--- src/logic/smc_pkg.sv ---
// Package with register offsets, field layouts and reset values of the synthesizer/modem bank.
package smc_pkg;
  // Register offsets on the configuration port.
  localparam logic [5:0] ADDR_SYNTH_IF_CONTROL        = 6'h0B;
  localparam logic [5:0] ADDR_SYNTH_OFFSET_CONTROL    = 6'h0C;
  localparam logic [5:0] ADDR_CARRIER_WORD_HIGH       = 6'h0D;
  localparam logic [5:0] ADDR_CARRIER_WORD_MIDDLE     = 6'h0E;
  localparam logic [5:0] ADDR_CARRIER_WORD_LOW        = 6'h0F;
  localparam logic [5:0] ADDR_BANDWIDTH_RATE_EXPONENT = 6'h10;
  localparam logic [5:0] ADDR_RATE_MANTISSA           = 6'h11;
  // Reset values.
  localparam logic [7:0] RST_SYNTH_IF_CONTROL        = 8'h0F;
  localparam logic [7:0] RST_SYNTH_OFFSET_CONTROL    = 8'h00;
  localparam logic [7:0] RST_CARRIER_WORD_HIGH       = 8'h1E;
  localparam logic [7:0] RST_CARRIER_WORD_MIDDLE     = 8'hC4;
  localparam logic [7:0] RST_CARRIER_WORD_LOW        = 8'hEC;
  localparam logic [7:0] RST_BANDWIDTH_RATE_EXPONENT = 8'h8C;
  localparam logic [7:0] RST_RATE_MANTISSA           = 8'h22;
  // Writable bit masks; bits outside a mask read as zero.
  localparam logic [7:0] MASK_SYNTH_IF_CONTROL  = 8'h3F;
  localparam logic [7:0] MASK_CARRIER_WORD_HIGH = 8'h3F;
  localparam logic [7:0] MASK_FULL              = 8'hFF;
  // Implicit leading one of the symbol rate mantissa.
  localparam logic [8:0] RATE_HIDDEN_ONE = 9'h100;
  // Base term of the bandwidth divider (4 plus mantissa).
  localparam logic [2:0] BW_MANT_BASE = 3'h4;
endpackage

--- src/logic/smc_config_regs.sv ---
// Synthesizer and modem configuration register bank with decoded outputs.
`timescale 1ns/1ps

module smc_config_regs (
  // Clock and reset.
  input  wire logic        mclk,
  input  wire logic        reset,
  // Register port, same clock domain.
  input  wire logic        regWrite,
  input  wire logic        regRead,
  input  wire logic [5:0]  regAddr,
  input  wire logic [7:0]  regWriteData,
  output logic      [7:0]  regReadData,
  output logic             regReadValid,
  // Synthesizer controls.
  output logic      [4:0]  intermediateOffsetWord,
  output logic      [4:0]  mixerOffsetWord,
  output logic      [7:0]  signedSynthOffset,
  output logic      [23:0] carrierBaseWord,
  output logic      [23:0] synthFrequencyWord,
  // Modem controls.
  output logic      [1:0]  bandwidthExponent,
  output logic      [1:0]  bandwidthMantissa,
  output logic      [5:0]  decimationRatio,
  output logic      [3:0]  symbolRateExponent,
  output logic      [8:0]  symbolRateMantissa,
  output logic      [23:0] symbolRateTerm,
  // Receive state from the radio core.
  input  wire logic        rxActive
);

  // Everything the bank remembers lives in one packed struct, so that the reset
  // branch and the register copy touch one object and nothing can be forgotten.
  typedef struct packed {
    // Stored register bytes as the host wrote them, already masked on the way in.
    logic [7:0]  synthIfControl;
    logic [7:0]  synthOffsetControl;
    logic [7:0]  carrierWordHigh;
    logic [7:0]  carrierWordMiddle;
    logic [7:0]  carrierWordLow;
    logic [7:0]  bandwidthRateExponent;
    logic [7:0]  rateMantissa;
    // Read port answer; the data holds until the next read, valid is a pulse.
    logic [7:0]  readData;
    logic        readValid;
    // Decoded synthesizer controls, one cycle behind the stored bytes.
    logic [4:0]  ifWord;
    logic [4:0]  mixerWord;
    logic [23:0] baseWord;
    logic [23:0] synthWord;
    // Decoded modem controls, also one cycle behind the stored bytes.
    logic [5:0]  decimation;
    logic [8:0]  rateMant;
    logic [23:0] rateTerm;
  } smc_state_t;

  smc_state_t state;
  smc_state_t next_state;

  // The write mask is the single place that decides which bits a host can change.
  // Bits outside the mask are never stored, so the read path needs no mask of its
  // own and a read-only bit cannot come back as one even after a write of all ones.
  // Keeping the mask and the read mux apart costs a little logic, but it means a
  // new read-only bit is added in one place only.
  // Unmapped addresses get an empty mask, so a stray write changes nothing at all.
  // Writable mask per address; unmapped addresses write nothing.
  function automatic logic [7:0] smc_write_mask(input logic [5:0] addr);
    unique case (addr)
      smc_pkg::ADDR_SYNTH_IF_CONTROL:  smc_write_mask = smc_pkg::MASK_SYNTH_IF_CONTROL;
      smc_pkg::ADDR_CARRIER_WORD_HIGH: smc_write_mask = smc_pkg::MASK_CARRIER_WORD_HIGH;
      smc_pkg::ADDR_SYNTH_OFFSET_CONTROL, smc_pkg::ADDR_CARRIER_WORD_MIDDLE,
      smc_pkg::ADDR_CARRIER_WORD_LOW, smc_pkg::ADDR_BANDWIDTH_RATE_EXPONENT,
      smc_pkg::ADDR_RATE_MANTISSA:     smc_write_mask = smc_pkg::MASK_FULL;
      default:                         smc_write_mask = 8'h00;
    endcase
  endfunction

  // The next state is worked out in three steps.
  // First, a write strobe stores its masked byte into the addressed register.
  // Second, a read strobe copies the addressed register into the read holder.
  // A write and a read to the same address in one cycle therefore return the old
  // value, because the read looks at the current state, not at the next one.
  // Third, the decoded controls are rebuilt from the current stored bytes.
  // The decoded values thus lag a write by one cycle; the radio core sees a clean
  // registered word and never a half-updated mix of old and new bytes within a cycle.
  // A limitation for software: the carrier word is three separate bytes, so between
  // the writes of the high, middle and low bytes the synthesizer sees mixed words.
  // Software that retunes during reception should therefore leave receive first.
  // Register update, read mux and decoded values in one combinational pass.
  always_comb begin
    logic [7:0]  wdata;
    logic [23:0] base;
    logic [23:0] offs;
    logic [8:0]  mant;
    wdata = 8'h00;
    base = 24'h000000;
    offs = 24'h000000;
    mant = 9'h000;
    next_state = state;
    wdata = regWriteData & smc_write_mask(regAddr);
    if (regWrite) begin
      unique case (regAddr)
        smc_pkg::ADDR_SYNTH_IF_CONTROL:        next_state.synthIfControl = wdata;
        smc_pkg::ADDR_SYNTH_OFFSET_CONTROL:    next_state.synthOffsetControl = wdata;
        smc_pkg::ADDR_CARRIER_WORD_HIGH:       next_state.carrierWordHigh = wdata;
        smc_pkg::ADDR_CARRIER_WORD_MIDDLE:     next_state.carrierWordMiddle = wdata;
        smc_pkg::ADDR_CARRIER_WORD_LOW:        next_state.carrierWordLow = wdata;
        smc_pkg::ADDR_BANDWIDTH_RATE_EXPONENT: next_state.bandwidthRateExponent = wdata;
        smc_pkg::ADDR_RATE_MANTISSA:           next_state.rateMantissa = wdata;
        default:                               next_state.readValid = state.readValid;
      endcase
    end
    // Reads return stored bits only, so masked bits always read zero.
    next_state.readValid = regRead;
    if (regRead) begin
      unique case (regAddr)
        smc_pkg::ADDR_SYNTH_IF_CONTROL:        next_state.readData = state.synthIfControl;
        smc_pkg::ADDR_SYNTH_OFFSET_CONTROL:    next_state.readData = state.synthOffsetControl;
        smc_pkg::ADDR_CARRIER_WORD_HIGH:       next_state.readData = state.carrierWordHigh;
        smc_pkg::ADDR_CARRIER_WORD_MIDDLE:     next_state.readData = state.carrierWordMiddle;
        smc_pkg::ADDR_CARRIER_WORD_LOW:        next_state.readData = state.carrierWordLow;
        smc_pkg::ADDR_BANDWIDTH_RATE_EXPONENT: next_state.readData = state.bandwidthRateExponent;
        smc_pkg::ADDR_RATE_MANTISSA:           next_state.readData = state.rateMantissa;
        default:                               next_state.readData = 8'h00;
      endcase
    end
    // The carrier word is simply the three bytes side by side; the two top bits
    // are zero because the high byte can never store them.
    // The offset byte is sign-extended so that negative offsets wrap correctly
    // in the 24-bit sum, which is taken modulo two to the 24.
    // Decoded values follow the stored registers one cycle later.
    base = {state.carrierWordHigh, state.carrierWordMiddle, state.carrierWordLow};
    offs = {{16{state.synthOffsetControl[7]}}, state.synthOffsetControl};
    next_state.ifWord = state.synthIfControl[4:0];
    next_state.mixerWord = state.synthIfControl[4:0];
    next_state.baseWord = base;
    // In receive the IF word is subtracted from the base; offset always applies.
    if (rxActive) begin
      next_state.synthWord = base + offs - {19'h00000, state.synthIfControl[4:0]};
    end else begin
      next_state.synthWord = base + offs;
    end
    // The bandwidth divider is small: at most seven shifted by three, which fits
    // the six-bit output, so no bits are lost in the shift.
    // Decimation is (4 + mantissa) << exponent; the fixed factor 8 stays analog.
    next_state.decimation = {3'h0, smc_pkg::BW_MANT_BASE + {1'b0,
                             state.bandwidthRateExponent[5:4]}}
                            << state.bandwidthRateExponent[7:6];
    // The stored mantissa gains its hidden leading one, giving nine bits; the
    // largest term, nine ones shifted by fifteen, still fits in 24 bits.
    // The final division by two to the 28 is left to the rate generator.
    mant = smc_pkg::RATE_HIDDEN_ONE | {1'b0, state.rateMantissa};
    next_state.rateMant = mant;
    next_state.rateTerm = {15'h0000, mant} << state.bandwidthRateExponent[3:0];
  end

  // The reset is synchronous, so the bank must see at least one clock edge with
  // reset high before its contents are valid.
  // Decoded outputs read zero during reset and take their decoded default values
  // at the first edge after release, one cycle behind the stored registers.
  // Single state register; synchronous reset loads the register defaults and clears the rest.
  always_ff @(posedge mclk) begin
    if (reset) begin
      state <= '0;
      state.synthIfControl <= smc_pkg::RST_SYNTH_IF_CONTROL;
      state.synthOffsetControl <= smc_pkg::RST_SYNTH_OFFSET_CONTROL;
      state.carrierWordHigh <= smc_pkg::RST_CARRIER_WORD_HIGH;
      state.carrierWordMiddle <= smc_pkg::RST_CARRIER_WORD_MIDDLE;
      state.carrierWordLow <= smc_pkg::RST_CARRIER_WORD_LOW;
      state.bandwidthRateExponent <= smc_pkg::RST_BANDWIDTH_RATE_EXPONENT;
      state.rateMantissa <= smc_pkg::RST_RATE_MANTISSA;
    end else begin
      state <= next_state;
    end
  end

  // Every output is a plain wire from a state flip-flop, so no output has a
  // combinational path from any input and timing at the ports is simple.
  // The raw register fields are shown immediately, while the decoded words come
  // from their own flip-flops and trail by one cycle.
  // Outputs come straight from the state register.
  assign regReadData            = state.readData;
  assign regReadValid           = state.readValid;
  assign intermediateOffsetWord = state.ifWord;
  assign mixerOffsetWord        = state.mixerWord;
  assign signedSynthOffset      = state.synthOffsetControl;
  assign carrierBaseWord        = state.baseWord;
  assign synthFrequencyWord     = state.synthWord;
  assign bandwidthExponent      = state.bandwidthRateExponent[7:6];
  assign bandwidthMantissa      = state.bandwidthRateExponent[5:4];
  assign decimationRatio        = state.decimation;
  assign symbolRateExponent     = state.bandwidthRateExponent[3:0];
  assign symbolRateMantissa     = state.rateMant;
  assign symbolRateTerm         = state.rateTerm;

endmodule

--- config.mk ---
export PLATFORM = sky130hd
export DESIGN_NAME = smc_config_regs
export DESIGN_NICKNAME = d
export VERILOG_FILES = /design/src/logic/smc_pkg.sv /design/src/logic/smc_config_regs.sv
export SDC_FILE = /design/constraint.sdc
export NUM_CORES = 1
export LEC_CHECK = 0
export BUFFER_PORTS_ARGS = -buffer_cell sky130_fd_sc_hd__buf_2
export CORE_MARGIN = 5
export CORE_UTILIZATION = 46
export CTS_CLUSTER_SIZE = 25
export DETAILED_ROUTE_END_ITERATION = 10
export GPL_TIMING_DRIVEN = 1
export PLACE_DENSITY = 0.7
export SLEW_MARGIN = 10
export SYNTH_ARGS = -nofsm -noshare
export SYNTH_HDL_FRONTEND = slang
export SYNTH_SLANG_ARGS = --single-unit
--- constraint.sdc ---
create_clock -name mclk -period 3.7 [get_ports mclk]
set_input_delay 0.37 -clock mclk [delete_from_list [all_inputs] [get_ports mclk]]
set_output_delay 0.37 -clock mclk [all_outputs]
set_load 0.005 [all_outputs]
==> impl_metrics.py <==
metrics = {
    "status": {
        "outcome": "complete, no violations",
    },
    "worst_setup_path": {
        "crit_path_end_kind": "register",
        "cp_max_fo": 3,
        "timing.rr.end": "synthFrequencyWord[23]$_SDFF_PP0_",
        "critPathCapture": "synthFrequencyWord[23]$_SDFF_PP0_",
        "reg2reg_from": "next_state[63]$_SDFFE_PP0P_",
        "required_ps": 3990,
        "rrSetupSlack_ps": 130,
        "cp-start-kind": "register",
        "critPathArrivalTime_ps": 3850,
        "crit_path_start": "next_state[63]$_SDFFE_PP0P_",
        "crit_type": "reg2reg",
        "reg2reg_depth": 11,
    },
    "drt": {
        "drc": 0,
        "drtIter0Drc": 456,
        "wirelength_um": 20700,
        "firstDrtPassIters": 5,
        "ant_nets": 0,
        "wire_per_inst_um": 16.7,
        "dr_total_vias": 6571,
        "vias_per_cell": 5.32,
    },
    "final_layout": {
        "fin_cells": 1236,
        "nets": 1043,
        "drive_gt1_share_pct": 22.9,
        "diodes": 0,
        "fillers": 1704,
        "synthToLayoutAreaGrowth_pct": 8.26,
    },
    "synthesis": {
        "syn_avg_cell_area_sq_um": 8.50,
        "synth_enable_flop_cells": 0,
        "synth_nets": 1031,
        "ys.flop_type": "dfxtp_1",
        "synth_cell_types": 67,
        "netlist_area_sq_mm": 0.00835,
        "synth_warnings": 0,
        "ys_seq_area_share_pct": 37.7,
        "syn_inst": 982,
        "yosys_register_bits": 157,
        "async_flop_share_pct": 0,
    },
    "hold_path": {
        "hold_path_class": "in2reg",
        "min_path_cells": 3,
    },
    "clock_tree": {
        "clockBufferDepth": 2,
        "cts_sinks": 157,
        "hold_buffers": 0,
        "cts_tree": "done",
        "path_clk_slew_ps": 70,
        "clock-root-buffer": "clkbuf_16",
        "cts_max_level": 4,
        "cts-buffers-inserted": 17,
        "clk_latency_ps": 420,
    },
    "sta": {
        "fmax_mhz": 280,
        "whs_ps": 209,
        "fin_skew_ps": 6.98,
        "post-route-period-util_pct": 96.4,
        "maxSlewHeadroom_pct": 39.3,
        "period_minus_slack_ps": 3570,
        "slew_violations": 0,
        "finalHoldViolations": 0,
        "setup_viol": 0,
        "rsz0062_at_grt": "false",
        "worstMarginPinSlew_ps": 905,
        "finalSetupTns_ps": 0,
    },
    "placement": {
        "place.gp.congestion": 0.930,
        "io_buffers": 140,
        "placedCellCount": 1201,
        "dp_hpwl_um": 15100,
    },
    "global_route": {
        "grt_pass1_wl_um": 31600,
        "overflow": 0,
        "antenna_found_initial": 1,
        "grt_max_degree": 78,
        "grt_pass1_vias": 5725,
        "grtUsageTotal_pct": 19.3,
    },
    "floorplanning": {
        "ioPinCount": 141,
        "rows": 49,
        "die_area_sq_mm": 0.0209,
        "coreArea_sq_mm": 0.0179,
        "initial_core_util_pct": 46.6,
        "dieHeight_um": 145,
        "fp.dieW_um": 145,
    },
    "power": {
        "leakagePower_nw": 4.01,
        "vdd_ir_drop_max_v": 0.000328,
        "p_per_area_mw_per_mm2": 395,
    },
    "run": {
        "maxCapViolations": 0,
    },
}
[report_power, final]
part           internal, mW  switching [mW]
Sequential             1.72          0.0120
Combinational        0.0599          0.0972
Clock                 0.895           0.786
Total                  2.67           0.895
[registers in the layout, indices dropped and copies added (netlist names)]
signal              cells
regReadValid            1
state                   3
next_state             37
decimationRatio         6
synthFrequencyWord     24
symbolRateMantissa      9
symbolRateTerm         24
symbolRateExponent      4
bandwidthExponent       2
regReadData             8
bandwidthMantissa       2
carrierBaseWord        24
mixerOffsetWord         5
signedSynthOffset       8
[critical path, stage by stage (launching register included)]
cell	delay, ps
dfxtp_4	360
ha_4	170
fa_2	380
a211oi_2	260
o211ai_1	150
a21o_1	210
a221oi_2	230
or4b_4	500
or4b_4	550
nor4b_4	330
nand4_1	120
nor3b_2	170
[stage by stage]
stage,instance area [sq um],power [mW],utilization (%),setup slack (ps)
finish,9040,3.57,50.5,133
global route,9040,3.71,50.5,2.77
CTS,8980,3.61,50.2,61.2
detailed placement,8400,1.93,46.9,93.4
global placement,8400,1.93,46.9,126
floorplan,8350,1.90,-,10.9
[kinds of logic (layout without fill, tap and decap cells)]
kind of cell    count (synthesis)  in the layout  synth area share [%]
simple gates                  350            350                  20.4
mux                            26             26                  4.53
xor+xnor                       32             32                  3.36
flops                         157            157                  37.7
fa+ha+maj                      30             30                  4.68
compound gates                196            196                  15.2
buf+inv                       191            216                  14.2
[what timing repair did]
action,4_1_cts,5_1_grt
setup buffers,0,3
endpoints found under the setup margin,0,5
resized for setup,0,11
[cell usage in the layout, fill, tap and decap left out, types with 5 or more instances in the layout]
cell type  instances
a211oi_1           8
and3_1             9
xor2_1            13
ha_1              27
mux2i_1           13
or3_1              6
dfxtp_1          153
and2_1             7
nand3_1           21
xnor2_1           19
nor3_1            15
nand2_1           76
clkbuf_16         17
inv_1             16
o211ai_1          21
a21o_1            11
buf_4             28
nor3b_1            5
mux4_2             9
o21ai_0           22
a311oi_1           8
nor4_1             5
clkinv_4           5
buf_2            139
a22o_1            11
nor2_1           130
a21oi_1           83
nand4_1            7
nor2b_1           45
[cell usage after synthesis, types with 3 or more instances]
cell,n,area share [%]
dfxtp_1,157,38
nor2_1,130,5.8
buf_4,121,11
a21oi_1,83,5.0
nand2_1,76,3.4
clkbuf_1,45,2.0
nor2b_1,45,3.4
ha_1,28,4.2
o21ai_0,24,1.4
nand3_1,21,1.3
o211ai_1,21,1.9
xnor2_1,19,2.0
inv_1,16,0.72
nor3_1,15,0.90
mux2i_1,13,1.6
xor2_1,13,1.4
a21o_1,11,0.99
a22o_1,11,1.2
and3_1,9,0.67
mux4_2,9,2.4
a211oi_1,8,0.72
a311oi_1,8,0.84
and2_1,7,0.52
nand4_1,7,0.52
nor4_1,7,0.52
or3_1,6,0.45
nor3b_1,5,0.45
and4_1,4,0.42
buf_2,4,0.24
mux2_2,4,0.54
nand2b_1,4,0.30
a211o_1,3,0.31
buf_1,3,0.13
nand3b_1,3,0.27
o21a_1,3,0.27
[routing by layer]
metal	GRT usage, %	share of wire [%]	up-vias
met5	0	0.053	-
met4	7.17	2.4	2
met3	4.53	7.3	30
met2	27.9	44	235
met1	28.1	47	3006
li1	-	-	3298
[layout make-up]
| class | instances | area (sq um) | area share (%) |
|---|---|---|---|
| well taps | 229 | 287 | 3.17 |
| clock inverters | 15 | 156 | 1.73 |
| flip-flops and latches | 157 | 3150 | 34.9 |
| multi-input cells | 634 | 4050 | 44.8 |
| inverters | 17 | 63.8 | 0.706 |
| repair buffers | 167 | 906 | 10.0 |
| clock buffers | 17 | 425 | 4.71 |
[how the worst min path moves through the flow]
stage	startpoint	endpoint
2_1_floorplan	state[159]$_SDFFE_PP0P_	state[159]$_SDFFE_PP0P_
3_3_place_gp	state[159]$_SDFFE_PP0P_	state[159]$_SDFFE_PP0P_
3_5_place_dp	state[159]$_SDFFE_PP0P_	state[159]$_SDFFE_PP0P_
4_1_cts	regWriteData[2]	next_state[89]$_SDFFE_PP1P_
5_1_grt	regWriteData[5]	state[159]$_SDFFE_PP0P_
6_report	regWriteData[2]	next_state[89]$_SDFFE_PP1P_
Note: power is estimated with default switching activity, not from simulation.
